### src/rtl/sfrb_pkg.sv
// package: address map, field masks and reset values of the bank-1 registers
package sfrb_pkg;
  // ==================================================================
  // widths
  localparam int unsigned SFRB_DATA_W = 8;
  localparam int unsigned SFRB_ADDR_W = 8;
  localparam int unsigned SFRB_PC_W = 13;
  localparam int unsigned SFRB_MEM_ADDR_W = 9;

  // ==================================================================
  // register addresses (bank 1); mirrored ones also answer in bank 0
  localparam logic [7:0] SFRB_ADR_INDIRECT = 8'h80;
  localparam logic [7:0] SFRB_ADR_OPTION = 8'h81;
  localparam logic [7:0] SFRB_ADR_PCL = 8'h82;
  localparam logic [7:0] SFRB_ADR_STATUS = 8'h83;
  localparam logic [7:0] SFRB_ADR_POINTER = 8'h84;
  localparam logic [7:0] SFRB_ADR_DIR_A = 8'h85;
  localparam logic [7:0] SFRB_ADR_DIR_B = 8'h86;
  localparam logic [7:0] SFRB_ADR_DIR_C = 8'h87;
  localparam logic [7:0] SFRB_ADR_PC_LATCH = 8'h8A;
  localparam logic [7:0] SFRB_ADR_INT_CTRL = 8'h8B;
  localparam logic [7:0] SFRB_ADR_PIRQ_EN = 8'h8C;
  localparam logic [7:0] SFRB_ADR_PWR_FLAGS = 8'h8E;
  localparam logic [7:0] SFRB_ADR_T2_PERIOD = 8'h92;
  localparam logic [7:0] SFRB_ADR_SER_ADDR = 8'h93;
  localparam logic [7:0] SFRB_ADR_SER_STAT = 8'h94;

  // ==================================================================
  // implemented-bit masks, plus the status software-write and interrupt-control reset-keep masks
  localparam logic [7:0] SFRB_MASK_DIR_A = 8'h3F;
  localparam logic [7:0] SFRB_MASK_PC_LATCH = 8'h1F;
  localparam logic [7:0] SFRB_MASK_PIRQ_EN = 8'hCF;
  localparam logic [7:0] SFRB_MASK_PWR_FLAGS = 8'h03;
  localparam logic [7:0] SFRB_MASK_SER_STAT = 8'h3F;
  localparam logic [7:0] SFRB_MASK_STATUS_SW = 8'hE7;
  localparam logic [7:0] SFRB_MASK_INT_KEEP = 8'h01;

  // ==================================================================
  // status and power flag bit positions
  localparam int unsigned SFRB_STAT_IRP = 7;
  localparam int unsigned SFRB_STAT_TO = 4;
  localparam int unsigned SFRB_STAT_PD = 3;
  localparam int unsigned SFRB_PWR_POR = 1;
  localparam int unsigned SFRB_PWR_BOR = 0;

  // ==================================================================
  // reset values
  localparam logic [7:0] SFRB_RST_ZERO = 8'h00;
  localparam logic [7:0] SFRB_RST_ONES = 8'hFF;
  localparam logic [7:0] SFRB_RST_STATUS_POR = 8'h18;

  // reset cause applied in a cycle
  typedef enum logic [1:0] {
    SFRB_RK_NONE,
    SFRB_RK_BROWN,
    SFRB_RK_WDT,
    SFRB_RK_EXT
  } sfrb_rst_t;
endpackage

### src/rtl/sfrb_bank1.sv
// module: bank-1 special function register bank of the 8-bit core
`timescale 1ns/1ps
`default_nettype none
module sfrb_bank1
  import sfrb_pkg::*;
(
  input wire logic MCLK,
  input wire logic SYS_RST,
  input wire logic [sfrb_pkg::SFRB_ADDR_W-1:0] ADDR,
  input wire logic [sfrb_pkg::SFRB_DATA_W-1:0] WDATA,
  input wire logic WR,
  input wire logic RD,
  output logic [sfrb_pkg::SFRB_DATA_W-1:0] RDATA,
  input wire logic BROWNOUT_EVT,
  input wire logic WDT_EVT,
  input wire logic EXT_RST_EVT,
  input wire logic ASLEEP,
  input wire logic CLRWDT_EVT,
  input wire logic SLEEP_EVT,
  input wire logic ALU_FLAG_WE,
  input wire logic [2:0] ALU_FLAGS,
  input wire logic PC_INC,
  input wire logic [sfrb_pkg::SFRB_DATA_W-1:0] SER_STAT_IN,
  output logic [sfrb_pkg::SFRB_PC_W-1:0] PC,
  output logic [sfrb_pkg::SFRB_DATA_W-1:0] OPTION_CFG,
  output logic [sfrb_pkg::SFRB_DATA_W-1:0] STATUS,
  output logic [sfrb_pkg::SFRB_DATA_W-1:0] DIR_A,
  output logic [sfrb_pkg::SFRB_DATA_W-1:0] DIR_B,
  output logic [sfrb_pkg::SFRB_DATA_W-1:0] DIR_C,
  output logic [sfrb_pkg::SFRB_DATA_W-1:0] INT_CTRL,
  output logic [sfrb_pkg::SFRB_DATA_W-1:0] PIRQ_EN,
  output logic [sfrb_pkg::SFRB_DATA_W-1:0] PWR_FLAGS,
  output logic [sfrb_pkg::SFRB_DATA_W-1:0] T2_PERIOD,
  output logic [sfrb_pkg::SFRB_DATA_W-1:0] SER_ADDR,
  output logic [sfrb_pkg::SFRB_MEM_ADDR_W-1:0] MEM_ADDR,
  output logic [sfrb_pkg::SFRB_DATA_W-1:0] MEM_WDATA,
  output logic MEM_WR,
  output logic MEM_RD,
  input wire logic [sfrb_pkg::SFRB_DATA_W-1:0] MEM_RDATA
);
  import sfrb_pkg::*;

  // ==================================================================
  // address decode

  // mirrored registers ignore the bank bit of the address
  function automatic logic hit(input logic [7:0] a, input logic [7:0] off,
                               input logic mir);
    hit = (a == off) || (mir && (a[6:0] == off[6:0]));
  endfunction

  logic h_ind, h_opt, h_pcl, h_stat, h_ptr, h_dira, h_dirb, h_dirc;
  logic h_pcl8, h_intc, h_pie, h_pwr, h_pr2, h_sadr, h_sst;
  logic ind_self;

  // mirrored set answers in both banks
  always_comb begin
    h_ind = hit(ADDR, SFRB_ADR_INDIRECT, 1'b1);
    h_pcl = hit(ADDR, SFRB_ADR_PCL, 1'b1);
    h_stat = hit(ADDR, SFRB_ADR_STATUS, 1'b1);
    h_ptr = hit(ADDR, SFRB_ADR_POINTER, 1'b1);
    h_pcl8 = hit(ADDR, SFRB_ADR_PC_LATCH, 1'b1);
    h_intc = hit(ADDR, SFRB_ADR_INT_CTRL, 1'b1);
    h_opt = hit(ADDR, SFRB_ADR_OPTION, 1'b0);
    h_dira = hit(ADDR, SFRB_ADR_DIR_A, 1'b0);
    h_dirb = hit(ADDR, SFRB_ADR_DIR_B, 1'b0);
    h_dirc = hit(ADDR, SFRB_ADR_DIR_C, 1'b0);
    h_pie = hit(ADDR, SFRB_ADR_PIRQ_EN, 1'b0);
    h_pwr = hit(ADDR, SFRB_ADR_PWR_FLAGS, 1'b0);
    h_pr2 = hit(ADDR, SFRB_ADR_T2_PERIOD, 1'b0);
    h_sadr = hit(ADDR, SFRB_ADR_SER_ADDR, 1'b0);
    h_sst = hit(ADDR, SFRB_ADR_SER_STAT, 1'b0);
  end

  // ==================================================================
  // registers
  logic [12:0] pc_q, pc_d;
  logic [7:0] opt_q, opt_d, stat_q, stat_d, ptr_q, ptr_d;
  logic [7:0] dira_q, dira_d, dirb_q, dirb_d, dirc_q, dirc_d;
  logic [7:0] pcl8_q, pcl8_d, intc_q, intc_d, pie_q, pie_d;
  logic [7:0] pwr_q, pwr_d, pr2_q, pr2_d, sadr_q, sadr_d, sst_q, sst_d;
  logic [7:0] rdata_q, rdata_d;
  sfrb_rst_t rk;

  // pointer aimed back at the indirect port itself: reads 0, writes drop
  assign ind_self = (ptr_q[6:0] == SFRB_ADR_INDIRECT[6:0]);

  // ==================================================================
  // indirect access port: a window, no storage of its own
  assign MEM_ADDR = {stat_q[SFRB_STAT_IRP], ptr_q};
  assign MEM_WDATA = WDATA;
  assign MEM_WR = WR && h_ind && !ind_self;
  assign MEM_RD = RD && h_ind && !ind_self;

  // reset cause; brown-out outranks the others when several coincide
  always_comb begin
    if (BROWNOUT_EVT) begin
      rk = SFRB_RK_BROWN;
    end else if (WDT_EVT) begin
      rk = SFRB_RK_WDT;
    end else if (EXT_RST_EVT) begin
      rk = SFRB_RK_EXT;
    end else begin
      rk = SFRB_RK_NONE;
    end
  end

  // ==================================================================
  // next-state for the whole bank
  always_comb begin
    pc_d = pc_q;
    opt_d = opt_q;
    stat_d = stat_q;
    ptr_d = ptr_q;
    dira_d = dira_q;
    dirb_d = dirb_q;
    dirc_d = dirc_q;
    pcl8_d = pcl8_q;
    intc_d = intc_q;
    pie_d = pie_q;
    pwr_d = pwr_q;
    pr2_d = pr2_q;
    sadr_d = sadr_q;
    sst_d = SER_STAT_IN & SFRB_MASK_SER_STAT;
    case (rk)
      SFRB_RK_BROWN: begin
        // power-up column, but the power-on flag survives a brown-out
        pc_d = '0;
        opt_d = SFRB_RST_ONES;
        stat_d = SFRB_RST_STATUS_POR;
        ptr_d = SFRB_RST_ZERO;
        dira_d = SFRB_RST_ONES & SFRB_MASK_DIR_A;
        dirb_d = SFRB_RST_ONES;
        dirc_d = SFRB_RST_ONES;
        pcl8_d = SFRB_RST_ZERO;
        intc_d = SFRB_RST_ZERO;
        pie_d = SFRB_RST_ZERO;
        pwr_d[SFRB_PWR_BOR] = 1'b0;
        pr2_d = SFRB_RST_ONES;
        sadr_d = SFRB_RST_ZERO;
        sst_d = SFRB_RST_ZERO;
      end
      SFRB_RK_WDT, SFRB_RK_EXT: begin
        // second column: pointer, low flags and power flags kept
        pc_d = '0;
        opt_d = SFRB_RST_ONES;
        stat_d = stat_q & ~SFRB_MASK_STATUS_SW;
        stat_d[2:0] = stat_q[2:0];
        if (rk == SFRB_RK_WDT) begin
          // timeout cause shows in the two conditional bits
          stat_d[SFRB_STAT_TO] = 1'b0;
          stat_d[SFRB_STAT_PD] = !ASLEEP;
        end
        dira_d = SFRB_RST_ONES & SFRB_MASK_DIR_A;
        dirb_d = SFRB_RST_ONES;
        dirc_d = SFRB_RST_ONES;
        pcl8_d = SFRB_RST_ZERO;
        intc_d = intc_q & SFRB_MASK_INT_KEEP;
        pie_d = SFRB_RST_ZERO;
        pr2_d = SFRB_RST_ONES;
        sadr_d = SFRB_RST_ZERO;
        sst_d = SFRB_RST_ZERO;
      end
      default: begin
        // program counter: a write of the low byte pulls in the latch
        if (WR && h_pcl) begin
          pc_d = {pcl8_q[4:0], WDATA};
        end else if (PC_INC) begin
          pc_d = pc_q + 13'h0001;
        end
        // core watchdog / sleep instructions drive the two time-out bits
        if (CLRWDT_EVT || SLEEP_EVT) begin
          stat_d[SFRB_STAT_TO] = 1'b1;
          stat_d[SFRB_STAT_PD] = !SLEEP_EVT;
        end
        if (WR && h_stat) begin
          // the two time-out bits are not writable by software
          stat_d = (WDATA & SFRB_MASK_STATUS_SW)
                 | (stat_d & ~SFRB_MASK_STATUS_SW);
        end
        // alu result flags win over a same-cycle software write
        if (ALU_FLAG_WE) begin
          stat_d[2:0] = ALU_FLAGS;
        end
        // unimplemented bits are masked on the way in
        if (WR && h_opt) opt_d = WDATA;
        if (WR && h_ptr) ptr_d = WDATA;
        if (WR && h_dira) dira_d = WDATA & SFRB_MASK_DIR_A;
        if (WR && h_dirb) dirb_d = WDATA;
        if (WR && h_dirc) dirc_d = WDATA;
        if (WR && h_pcl8) pcl8_d = WDATA & SFRB_MASK_PC_LATCH;
        if (WR && h_intc) intc_d = WDATA;
        if (WR && h_pie) pie_d = WDATA & SFRB_MASK_PIRQ_EN;
        if (WR && h_pwr) pwr_d = WDATA & SFRB_MASK_PWR_FLAGS;
        if (WR && h_pr2) pr2_d = WDATA;
        if (WR && h_sadr) sadr_d = WDATA;
      end
    endcase
  end

  // ==================================================================
  // read path: data stands only in the cycle after the strobe
  always_comb begin
    rdata_d = SFRB_RST_ZERO;
    if (RD) begin
      if (h_ind) begin
        rdata_d = ind_self ? SFRB_RST_ZERO : MEM_RDATA;
      end else if (h_opt) begin
        rdata_d = opt_q;
      end else if (h_pcl) begin
        rdata_d = pc_q[7:0];
      end else if (h_stat) begin
        rdata_d = stat_q;
      end else if (h_ptr) begin
        rdata_d = ptr_q;
      end else if (h_dira) begin
        rdata_d = dira_q;
      end else if (h_dirb) begin
        rdata_d = dirb_q;
      end else if (h_dirc) begin
        rdata_d = dirc_q;
      end else if (h_pcl8) begin
        rdata_d = pcl8_q;
      end else if (h_intc) begin
        rdata_d = intc_q;
      end else if (h_pie) begin
        rdata_d = pie_q;
      end else if (h_pwr) begin
        rdata_d = pwr_q;
      end else if (h_pr2) begin
        rdata_d = pr2_q;
      end else if (h_sadr) begin
        rdata_d = sadr_q;
      end else if (h_sst) begin
        rdata_d = sst_q;
      end
    end
  end

  // ==================================================================
  // state registers; the async reset is the power-on reset
  always_ff @(posedge MCLK or posedge SYS_RST) begin
    if (SYS_RST) begin
      pc_q <= '0;
      opt_q <= SFRB_RST_ONES;
      stat_q <= SFRB_RST_STATUS_POR;
      ptr_q <= SFRB_RST_ZERO;
      dira_q <= SFRB_RST_ONES & SFRB_MASK_DIR_A;
      dirb_q <= SFRB_RST_ONES;
      dirc_q <= SFRB_RST_ONES;
      pcl8_q <= SFRB_RST_ZERO;
      intc_q <= SFRB_RST_ZERO;
      pie_q <= SFRB_RST_ZERO;
      pwr_q <= SFRB_RST_ZERO;
      pr2_q <= SFRB_RST_ONES;
      sadr_q <= SFRB_RST_ZERO;
      sst_q <= SFRB_RST_ZERO;
      rdata_q <= SFRB_RST_ZERO;
    end else begin
      pc_q <= pc_d;
      opt_q <= opt_d;
      stat_q <= stat_d;
      ptr_q <= ptr_d;
      dira_q <= dira_d;
      dirb_q <= dirb_d;
      dirc_q <= dirc_d;
      pcl8_q <= pcl8_d;
      intc_q <= intc_d;
      pie_q <= pie_d;
      pwr_q <= pwr_d;
      pr2_q <= pr2_d;
      sadr_q <= sadr_d;
      sst_q <= sst_d;
      rdata_q <= rdata_d;
    end
  end

  // ==================================================================
  // outputs straight from the registers
  assign RDATA = rdata_q;
  assign PC = pc_q;
  assign OPTION_CFG = opt_q;
  assign STATUS = stat_q;
  assign DIR_A = dira_q;
  assign DIR_B = dirb_q;
  assign DIR_C = dirc_q;
  assign INT_CTRL = intc_q;
  assign PIRQ_EN = pie_q;
  assign PWR_FLAGS = pwr_q;
  assign T2_PERIOD = pr2_q;
  assign SER_ADDR = sadr_q;
endmodule
`default_nettype wire

### config.mk
export PLATFORM = sky130hd
export DESIGN_NAME = sfrb_bank1
export DESIGN_NICKNAME = d
export VERILOG_FILES = /design/src/rtl/sfrb_pkg.sv /design/src/rtl/sfrb_bank1.sv
export SDC_FILE = /design/constraint.sdc
export NUM_CORES = 1
export LEC_CHECK = 0
export ABC_AREA = 1
export BUFFER_PORTS_ARGS = -buffer_cell sky130_fd_sc_hd__buf_2
export CAP_MARGIN = 10
export CORE_AREA = 5 5 116 118
export CTS_CLUSTER_DIAMETER = 60
export DETAILED_ROUTE_END_ITERATION = 8
export DIE_AREA = 0 0 121 123
export PLACE_DENSITY = 0.75
export SLEW_MARGIN = 20
export SYNTH_ARGS = -nofsm -noshare
export SYNTH_HDL_FRONTEND = slang
export SYNTH_SLANG_ARGS = --single-unit
### constraint.sdc
create_clock -name MCLK -period 7.4 [get_ports MCLK]
set_input_delay 1.48 -clock MCLK [delete_from_list [all_inputs] [get_ports MCLK]]
set_output_delay 1.48 -clock MCLK [all_outputs]
set_load 0.02 [all_outputs]
* Yosys cells after proc, flatten, opt, wreduce, memory -nomap -nowiden *
Index checks and enable logic that the tools add are counted.

cells by class
  bitwise gates (word level) = 3
  eq/ne operators = 24
  $add $sub $neg = 1
  reductions and logical operators = 51
  mux-type cells = 52

operator list
  operator                                        number
  2-to-1 mux 8 bit                                36
  == test 8 bit (second input constant)           15
  case mux 8 bit (2 select lines)                 3
  2-to-1 mux 13 bit                               3
  nonzero test 2 bit                              11
  logical AND 1 bit                               17
  == test 7 x 2 -> 1 bit (second input constant)  2
  == test 7 x 4 -> 1 bit (second input constant)  2
  logical NOT 7 bit                               2
  adder 13 x 1 -> 13 bit (second input constant)  1
  2-to-1 mux 2 bit                                6
  nonzero test 3 bit                              4
  AND reduction 2 bit                             5
  bitwise OR 8 x 5 -> 8 bit                       1
  == test 7 x 3 -> 1 bit (second input constant)  1
  logical OR 1 bit                                7
  2-to-1 mux 6 bit                                1
  == test 2 bit (second input constant)           2
  logical NOT 1 bit                               3
  2-to-1 mux 3 bit                                1
  OR reduction 3 bit                              1
  == test 2 x 1 -> 1 bit (second input constant)  1
  inequality test 2 bit (second input constant)   1
  inverter 1 bit                                  2
  3 further kinds                                 3

word-level totals
  flip-flop bits (word level) = 119
  bits of input ports = 47
  output and inout bits = 120
  logic and storage cells = 150

* Depth between registers and ports, before layout *
Gate-level depths: netlist (run 1).

  depth after elaboration = 17
  gate-level depth with buffers = 14
  depth with buffers taken out = 13

* Worst setup path after synthesis (run 1) *
No wires, ideal clock.

  path type = input to output
  from = input ADDR[6] (netlist bit)
  to = output MEM_RD
  required time = 5.920 ns
  stages on the path = 6
  buffers on the path = 1
  arrival = 2.363 ns
  path slack = 3.557 ns
  path through = inv_1 nand2_1 nor2_4 nand2_1 clkbuf_1 nor2_1

between the ends
  cells in the longest elaborated chain, start to end = 4
  elaborated cells between the ends (all ways) = 5
  those cells by class = 1 x eq/ne; 4 x reduce/logical

ends and longest elaborated chain
  what                                                RTL line          source
  start, declared                                     sfrb_bank1.sv:9   input wire logic [sfrb_pkg::SFRB_ADDR_W-1:0] ADDR,
  == test 8 bit or logical NOT 7 bit (tied branches)  sfrb_bank1.sv:49  hit = (a == off) || (mir && (a[6:0] == off[6:0]));
  logical OR 1 bit *                                  sfrb_bank1.sv:49
  logical AND 1 bit * (2 in series)                   sfrb_bank1.sv:93  assign MEM_RD = RD && h_ind && !ind_self;
  end, declared                                       sfrb_bank1.sv:38  output logic MEM_RD,

Every way passes the cells marked *; elsewhere a longest branch is shown, timed or not.

* Worst setup path in the final report (run 1) *
  from = input WDT_EVT
  to = register pc_q[12], in the netlist PC[12]

between the ends
  cells in the longest elaborated chain, start to end = 5
  elaborated cells between the ends (all ways) = 8
  those cells by class = 3 x eq/ne; 3 x mux; 2 x reduce/logical

ends and longest elaborated chain
  what                                                                      RTL line           source
  start, declared                                                           sfrb_bank1.sv:15   input wire logic WDT_EVT,
  2-to-1 mux 2 bit *                                                        sfrb_bank1.sv:99   end else if (WDT_EVT) begin
  2-to-1 mux 2 bit *                                                        sfrb_bank1.sv:97   if (BROWNOUT_EVT) begin
  == test 2 bit or == test 2 x 1 -> 1 bit (tied branches)                   sfrb_bank1.sv:125  case (rk)
  OR reduction 3 bit (no source line) *                                     n/a
  nonzero test 3 bit (no source line) or 2-to-1 mux 13 bit (tied branches)  n/a
  end signal, assigned                                                      sfrb_bank1.sv:260  pc_q <= pc_d;
  end, declared                                                             sfrb_bank1.sv:77   logic [12:0] pc_q, pc_d;

Marks and branches as above.
A chain may end at the register's enable or synchronous reset.

==> results of run 1 <==
kinds of logic after synthesis:
| kind of cell | after synthesis |
|---|---|
| AND/OR/NAND/NOR | 339 |
| AO/OA/AOI/OAI | 165 |
| buffers and inverters | 164 |
| flip-flops | 110 |
| XOR/XNOR | 2 |
| adder cells (fa/ha/maj) | 1 |
| other | 1 |
| multiplexers | 1 |
cells in the mapped netlist, types with 6 or more instances:
cell      number
nand4_1       12
a21oi_1       34
nand3_1       44
nor3_1         8
dfstp_2       40
clkbuf_1       7
nor2_1        86
o22ai_1       19
nand2_1      169
inv_1        121
dfrtp_1       70
buf_2          6
o21ai_0       92
buf_4         22
power by group:
| group | total (W) | internal, W | switching [W] |
|---|---|---|---|
| registers | 0.000640 | 0.000627 | 0.0000128 |
| clock network | 0.000484 | 0.000269 | 0.000215 |
| logic | 0.000150 | 0.0000390 | 0.000111 |
layout make-up:
class	instances	area (µm²)	area share (%)
clock inverter	5	48.8	0.694
antenna	1	2.50	0.0356
sequential	110	2800	39.8
clock buffer	11	243	3.45
tap	172	215	3.06
inverter	127	479	6.81
multi-input combinational	518	2470	35.1
timing repair buffer	155	778	11.1
worst min-delay path by stage:
stage,startpoint,end,slack (ns)
floorplan,pcl8_q[3],pcl8_q[3],0.45
global placement,pcl8_q[3],pcl8_q[3],0.47
detailed placement,pcl8_q[3],pcl8_q[3],0.47
CTS,pcl8_q[3],pcl8_q[3],0.49
global route,OPTION_CFG[4],OPTION_CFG[4],0.53
finish,pcl8_q[3],pcl8_q[3],0.48
sequential cells by signal (all words and copies together), names as in the netlist, named ones only:
signal      flops
DIR_A           6
pcl8_q          5
T2_PERIOD       8
DIR_B           8
PWR_FLAGS       2
OPTION_CFG      8
DIR_C           8
STATUS          7
SER_ADDR        8
PC             13
sst_q           6
RDATA           8
INT_CTRL        8
ptr_q           8
PIRQ_EN         6
worst register-to-register path: cells and delay by family, from the launching register on:
kind	cells	cell delay, ns
and+or+nand+nor	7	0.95
DFF	1	0.40
adders and majority gates	1	0.19
AOI/OAI and AO/OA	1	0.09
buffers and inverters	1	0.06
per-layer routing:
metal / part of all wire, % / vias to the layer above / global-route usage (%)
met2: 45 / 317 / 39.5
li1: - / 2763 / -
met4: 2.0 / 2 / 6.73
met5: 0.037 / - / 0
met1: 43 / 2705 / 35.0
met3: 10 / 27 / 6.27
metrics by stage:
step / std cells / utilization [%] / setup slack, ns / hold slack (ns) / total power, W
floorplan: 792 / - / 3.08 / 0.453 / 0.000747
global placement: 1082 / 54.5 / 3.03 / 0.468 / 0.000798
detailed placement: 1082 / 54.5 / 3.00 / 0.473 / 0.000800
CTS: 1098 / 56.9 / 3.29 / 0.491 / 0.00128
global route: 1099 / 56.9 / 3.11 / 0.526 / 0.00132
finish: 1099 / 56.9 / 3.25 / 0.484 / 0.00127
==> flow_summary.yaml, run 1 <==
sta:
  period_needed_ns: 4.15
  fmax_mhz: 241
  post-route-period-util_pct: 56.1
  finClkSkew_ns: 0.00933
  max_slew_margin_pct: 44.5
  tightest_slew_ns: 0.831
  hold_viol_final: 0
  report.final.slew_viol_count: 0
  finalSetupViolations: 0
  grt_setup_unrepaired: "no"
  setup_tns_ns: 0
clock_network:
  clock_latency_ns: 0.35
  post_cts_buffers: 0
  clockRootBuffer: "clkbuf_16"
  hold_buffers: 0
  cts_made_buffers: 9
  clock-sinks: 110
  cts_tree: "yes"
  htreeDepth: 3
  ctsLongestPathBuffers: 2
  cts_resized: 0
  path_clk_slew_ns: 0.07
global_routing:
  gr-total-overflow: 0
  grt_pass1_vias: 5356
  grt_max_degree: 66
  grt_pass1_wl_mm: 28.8
  grtUsageTotal_pct: 25.2
  grt_antenna_before_repair: 2
pwr:
  power_density_nw_per_um2: 181
  total_leakage_power_nw: 3.61
  irDropWorstVdd_uv: 117
logic_synthesis:
  yosys.area_share.adder_pct: 0.210
  async_flop_share_pct: 100
  synth_top_family_by_area: "simple AND/OR/NAND/NOR gates"
  yosysSeqAreaShare_pct: 47.1
  synthXorXnorAreaFrac_pct: 0.294
  avgSynthCellArea_um2: 7.61
  synth_compound_area_share_pct: 15.4
  muxShareOfSynthArea_pct: 0.168
  synth_cell_type_count: 39
  ys_seq_elements: 110
  yosysTopAreaCell: "dfrtp_1"
  synth_top_area_share_pct: 29.4
  postSynthCellCount: 783
  synth_area_leaders: "dfrtp_1, dfstp_2, nand2_1"
  yosys.area_share.simple_pct: 24.7
  yosys_warnings: 0
  synth_enable_flop_cells: 0
  synthFlopType: "dfrtp_1"
  netlist_area_um2: 5960
placement:
  gp_congestion: 0.938
  placed_cell_area_um2: 6740
  port_buffers: 154
  dp_hpwl_mm: 14.3
worst_setup_path:
  worstPathCellList: "buf_2 > nor2_1 > inv_1 > nor2_4 > inv_1 > nor2_1 > nand2_2 > nand2_1 > inv_1 > o21ai_0 > o22ai_1"
  crit_buf_inv: 4
  crit_start: "WDT_EVT"
  path_max_fanout: 22
  worstSetupStartpointType: "input pin"
  r2r-end: "PC[12]"
  r2r_cells: 10
  slowest_stage: "nor2_4"
  crit_type: "input pin to flip-flop"
  worstPathRequired_ns: 7.62
  cp_top_family: "simple AND/OR/NAND/NOR gates"
  arrival_ns: 4.37
  timing.rr.start: "PC[0]"
  cp-endpoint: "PC[12]"
  cp.depth: 11
  r2r_setup_slack_ns: 5.59
  cp_common_cell: "inv_1"
  max_stage_delay_ns: 0.61
  end_kind: "flip-flop"
cells_and_area:
  final_common_cell: "nand2_1"
  drive_gt1_share_pct: 25.6
  fill_cells: 1210
  layout_common_cells: "nand2_1, buf_2, inv_1, o21ai_0, nor2_1"
  area_growth_pct: 18.1
  postLayoutCellArea_um2: 7040
  nNetsFinal: 969
min_path:
  hold_depth: 2
  hp-class: "flip-flop to flip-flop"
run:
  cap_violations: 0
route:
  drc_errors: 0
  ant_nets: 0
  dr.pass1.iters: 5
  via_per_inst: 5.29
  via_count: 5814
  wl_mm: 18.9
  first_iter_violations: 621
  wire_per_inst_um: 17.2
floorplan:
  initial_core_util_pct: 48.2
  num_rows: 41
  die_w_um: 121
  io_pins: 167
  core_um2: 12400
  dieArea_um2: 14900
  chipHeight_um: 123
status:
  status: "completed"
Power figures use the tool's default switching activity.
==> run 2: changes to the inputs <==
--- a/config.mk
+++ b/config.mk
@@ -5,13 +5,13 @@
 export SDC_FILE = /design/constraint.sdc
 export NUM_CORES = 1
 export LEC_CHECK = 0
-export ABC_AREA = 1
+export ABC_AREA = 0
 export BUFFER_PORTS_ARGS = -buffer_cell sky130_fd_sc_hd__buf_2
 export CAP_MARGIN = 10
-export CORE_AREA = 5 5 116 118
+export CORE_AREA = 5 5 122 124
 export CTS_CLUSTER_DIAMETER = 60
 export DETAILED_ROUTE_END_ITERATION = 8
-export DIE_AREA = 0 0 121 123
+export DIE_AREA = 0 0 127 129
 export PLACE_DENSITY = 0.75
 export SLEW_MARGIN = 20
 export SYNTH_ARGS = -nofsm -noshare
==> constraint.sdc (replaced) <==
create_clock -name MCLK -period 3.8 [get_ports MCLK]
set_input_delay 0.76 -clock MCLK [delete_from_list [all_inputs] [get_ports MCLK]]
set_output_delay 0.76 -clock MCLK [all_outputs]
set_load 0.02 [all_outputs]
==> run 2 against run 1 <==
Sequential power increased by 86%. Die area increased by 10%. Count of clock-buffer cells in the layout increased by 1. Clock power increased by 86%. Register-to-register slack got worse by 3.8 ns. Final cell count decreased by 7.6%. Setup slack got worse by 2.4 ns. Critical path type is now input pin to output pin. Largest power group unchanged.
==> flow_summary.yaml, run 2 <==
clock_network:
  post_cts_buffers: 0
  clock-sinks: 110
  cts_tree: "yes"
  path_clk_slew_ns: 0.07
  clock_latency_ns: 0.36
  cts_resized: 0
  clockRootBuffer: "clkbuf_16"
  htreeDepth: 3
  hold_buffers: 0
  cts_made_buffers: 9
  ctsLongestPathBuffers: 2
placement:
  gp_congestion: 1.01
  dp_cells: 1000
  dp_hpwl_mm: 16.5
  port_buffers: 154
floorplan:
  chipHeight_um: 129
  core_um2: 13700
  dieArea_um2: 16400
  num_rows: 43
  die_w_um: 127
  io_pins: 167
  initial_core_util_pct: 46.5
route:
  ant_nets: 0
  first_iter_violations: 809
  via_per_inst: 6.06
  drc_errors: 0
  dr.pass1.iters: 5
  via_count: 6157
  wire_per_inst_um: 22.4
  wl_mm: 22.7
sta:
  tightest_slew_ns: 0.845
  finalSetupViolations: 0
  hold_viol_final: 0
  post-route-period-util_pct: 78.5
  max_slew_margin_pct: 43.7
  fmax_mhz: 335
  finClkSkew_ns: 0.00988
  setup_tns_ns: 0
  grt_setup_unrepaired: "no"
  report.final.slew_viol_count: 0
  period_needed_ns: 2.98
logic_synthesis:
  synth_top_area_share_pct: 27.6
  ys_top_cells_by_count: "nand2_1, dfrtp_1, nor2_1"
  synthFlopType: "dfrtp_1"
  netlist_area_um2: 6350
  postSynthCellCount: 709
  synth_area_leaders: "dfrtp_1, dfstp_2, mux2i_1"
  avgSynthCellArea_um2: 8.96
  synth_most_common_cell: "nand2_1"
  async_flop_share_pct: 100
  ys_seq_elements: 110
  yosys_warnings: 0
  synth_enable_flop_cells: 0
  synth_cell_type_count: 72
  yosysSeqAreaShare_pct: 44.1
  yosysTopAreaCell: "dfrtp_1"
cells_and_area:
  largest_reg_flops: 13
  area_growth_pct: 17.6
  final_common_cell: "buf_2"
  layout_common_cells: "buf_2, nand2_1, dfrtp_1, nor2_1, mux2i_1"
  final_cell_count_no_fill: 1016
  fill_cells: 1321
  nNetsFinal: 879
  diodes: 0
  drive_gt1_share_pct: 29.8
pwr:
  irDropWorstVdd_uv: 195
  total_power_w: 0.00236
  power_density_nw_per_um2: 316
  total_leakage_power_nw: 3.41
global_routing:
  gr-total-overflow: 0
  grt_pass1_wl_mm: 34.7
  grtUsageTotal_pct: 27.7
  grt_max_degree: 68
  grt_antenna_before_repair: 0
  grt_pass1_vias: 5695
worst_setup_path:
  r2r_cells: 5
  path_max_fanout: 21
  end_kind: "output pin"
  worstPathRequired_ns: 3.04
  worstSetupStartpointType: "input pin"
  crit_type: "input pin to output pin"
  arrival_ns: 2.22
run:
  cap_violations: 0
min_path:
  hold_depth: 2
  hp-class: "flip-flop to flip-flop"
status:
  status: "completed"
[run 2: per-stage QoR]
step	utilization [%]	setup slack, ns	area [µm²]	hold slack, ns
2_1_floorplan	-	0.204	6380	0.503
3_3_place_gp	52.6	0.823	7190	0.488
3_5_place_dp	52.6	0.803	7190	0.491
4_1_cts	54.7	0.843	7470	0.501
5_1_grt	54.7	0.755	7470	0.533
6_report	54.7	0.815	7470	0.500
[run 2: logic make-up (layout without fill, tap and decap cells)]
kind of cell | Yosys count | in the layout | synth area share (%)
simple gates | 283 | 283 | 22.0
compound gates | 164 | 164 | 16.7
flops | 110 | 110 | 44.1
buf+inv | 81 | 199 | 6.09
mux | 60 | 60 | 9.60
xor+xnor | 9 | 9 | 1.24
fa+ha+maj | 1 | 1 | 0.197
other cells | 1 | 10 | 0.0591
[run 2: final timing paths]
check / start / to / slack, ns
worst max-delay path: ADDR[2] / MEM_RD / 0.82
worst max register to register: ptr_q[3] / RDATA[2] / 1.77
min in group asynchronous: SYS_RST / PIRQ_EN[7] / 0.57
worst min-delay path: DIR_A[5] / DIR_A[5] / 0.50
max in group asynchronous: SYS_RST / DIR_A[0] / 2.31
worst min register to register: DIR_A[5] / DIR_A[5] / 0.50
[run 2: final cells by class]
type	count	area [µm²]	area share (%)
Clock buffer	12	256	3.43
Clock inverter	4	21.3	0.285
Inverter	10	40.0	0.536
Multi-Input combinational cell	527	3210	43.0
Sequential cell	110	2800	37.5
Tap cell	180	225	3.02
Timing Repair Buffer	173	913	12.2
[run 2: power by group]
part / switching [W] / internal [W]
registers: 0.00000859 / 0.00118
logic: 0.000194 / 0.0000708
clock network: 0.000426 / 0.000477
[run 2: layer usage]
| layer | routed length, µm | part of all wire (%) | vias up | GRT usage, % |
|---|---|---|---|---|
| li1 | - | - | 2757 | - |
| met1 | 9520 | 42 | 3009 | 39.6 |
| met2 | 10500 | 46 | 355 | 43.0 |
| met3 | 2180 | 9.6 | 36 | 4.73 |
| met4 | 553 | 2.4 | 0 | 9.21 |
| met5 | 0 | 0 | - | 0 |
[run 2: worst max-delay path: stages]
cell,delay (ns)
buf_2,0.22
nor2_1,0.43
and3_1,0.43
and3_1,0.21
buf_2,0.16
==> run 3: changes to the inputs <==
--- a/config.mk
+++ b/config.mk
@@ -5,13 +5,13 @@
 export SDC_FILE = /design/constraint.sdc
 export NUM_CORES = 1
 export LEC_CHECK = 0
-export ABC_AREA = 0
+export ABC_AREA = 1
 export BUFFER_PORTS_ARGS = -buffer_cell sky130_fd_sc_hd__buf_2
 export CAP_MARGIN = 10
-export CORE_AREA = 5 5 122 124
+export CORE_AREA = 5 5 116 118
 export CTS_CLUSTER_DIAMETER = 60
 export DETAILED_ROUTE_END_ITERATION = 8
-export DIE_AREA = 0 0 127 129
+export DIE_AREA = 0 0 121 123
 export PLACE_DENSITY = 0.75
 export SLEW_MARGIN = 20
 export SYNTH_ARGS = -nofsm -noshare
==> constraint.sdc (replaced) <==
create_clock -name MCLK -period 3 [get_ports MCLK]
set_input_delay 0.6 -clock MCLK [delete_from_list [all_inputs] [get_ports MCLK]]
set_output_delay 0.6 -clock MCLK [all_outputs]
set_load 0.02 [all_outputs]
==> run 3 against run 2 <==
Critical path depth stayed put. Routed wire length is 16% lower. Count of clock-buffer cells in the layout is 4 higher. Critical path type is now flip-flop to output pin. Highest routed layer is now met5.
==> flow_summary.yaml, run 3 (synthesis results as in run 1) <==
route:
  first_iter_violations: 568
  wire_per_inst_um: 17.2
  wl_mm: 19.0
  dr.pass1.iters: 8
  via_count: 5932
  drc_errors: 0
  via_per_inst: 5.37
  ant_nets: 0
cells_and_area:
  layout_common_cells: "nand2_1, buf_2, inv_1, o21ai_0, nor2_1"
  drive_gt1_share_pct: 26.3
  final_common_cell: "nand2_1"
  area_growth_pct: 19.4
  regArea_um2: 2800
  fill_cells: 1179
  multi_input_area_um2: 2470
  largest_reg_flops: 13
  nNetsFinal: 976
  diodes: 0
status:
  status: "completed"
pwr:
  power_density_nw_per_um2: 445
  irDropWorstVdd_uv: 250
  total_power_w: 0.00317
  total_leakage_power_nw: 3.65
placement:
  gp_congestion: 0.936
  dp_hpwl_mm: 14.5
  port_buffers: 154
sta:
  setup_tns_ns: 0
  finClkSkew_ns: 0.00655
  hold_viol_final: 0
  max_slew_margin_pct: 55.6
  grt_setup_unrepaired: "no"
  post-route-period-util_pct: 81.1
  fmax_mhz: 411
  period_needed_ns: 2.43
  report.final.slew_viol_count: 0
  finalSetupViolations: 0
  tightest_slew_ns: 0.662
worst_setup_path:
  worstPathRequired_ns: 2.40
  path_max_fanout: 10
  r2r_cells: 9
  crit_type: "flip-flop to output pin"
  crit_start: "ptr_q[1]"
  timing.rr.start: "PC[2]"
  end_kind: "output pin"
  r2r-end: "PC[11]"
  arrival_ns: 1.83
  r2r_setup_slack_ns: 1.16
  worstSetupStartpointType: "flip-flop"
clock_network:
  hold_buffers: 0
  post_cts_buffers: 0
  cts_resized: 0
  cts_made_buffers: 9
  htreeDepth: 3
  clock_latency_ns: 0.35
  ctsLongestPathBuffers: 2
  path_clk_slew_ns: 0.07
  clock-sinks: 110
  cts_tree: "yes"
  clockRootBuffer: "clkbuf_16"
floorplan:
  io_pins: 167
  initial_core_util_pct: 48.2
  core_um2: 12400
  chipHeight_um: 123
  die_w_um: 121
  num_rows: 41
  dieArea_um2: 14900
global_routing:
  grt_antenna_before_repair: 1
  grt_pass1_wl_mm: 28.9
  gr-total-overflow: 0
  grt_pass1_vias: 5456
  grtUsageTotal_pct: 25.4
  grt_max_degree: 69
run:
  cap_violations: 0
min_path:
  hp-class: "input pin to async pin"
-- run 3: critical path, stage by stage (launching register included) --
cell     delay, ns
dfrtp_1       0.43
nor4_1        0.27
nand4_1       0.39
nand2_1       0.18
nor2_1        0.05
buf_2         0.16
-- run 3: area by class of cell --
class                      instances  share of cell area [%]
timing repair buffer             162                    11.9
multi-input combinational        518                    34.7
tap                              172                    3.03
sequential                       110                    39.4
clock buffer                      16                    4.26
inverter                         127                    6.76
-- run 3: worst max-delay path by stage --
stage / endpoint / slack, ns
final: MEM_WR / 0.57
after global routing: MEM_RD / 0.46
after detailed placement: RDATA[3] / 0.62
after global placement: RDATA[3] / 0.66
after floorplan: MEM_RD / 0.92
after CTS: MEM_WR / 0.59
-- run 3: per-layer routing --
layer	track usage, %	vias to the layer above	wire length [µm]
li1	-	2786	-
met1	35.6	2742	8080
met2	37.4	345	8170
met3	6.13	57	1950
met4	11.6	2	774
met5	0	-	13
-- run 3: stage by stage --
| step | instance area, µm² | worst slack, ns | hold slack [ns] | instances | utilization, % |
|---|---|---|---|---|---|
| after global routing | 7110 | 0.464 | 0.254 | 1105 | 57.5 |
| final | 7110 | 0.568 | 0.229 | 1105 | 57.5 |
| after global placement | 6810 | 0.664 | 0.468 | 1089 | 55.1 |
| after floorplan | 5990 | 0.917 | 0.453 | 792 | - |
| after CTS | 7110 | 0.590 | 0.241 | 1105 | 57.5 |
| after detailed placement | 6810 | 0.621 | 0.474 | 1089 | 55.1 |
-- run 3: power by group --
| group | internal (W) | switching [W] |
|---|---|---|
| logic | 0.000101 | 0.000273 |
| clock network | 0.000684 | 0.000527 |
| registers | 0.00155 | 0.0000334 |
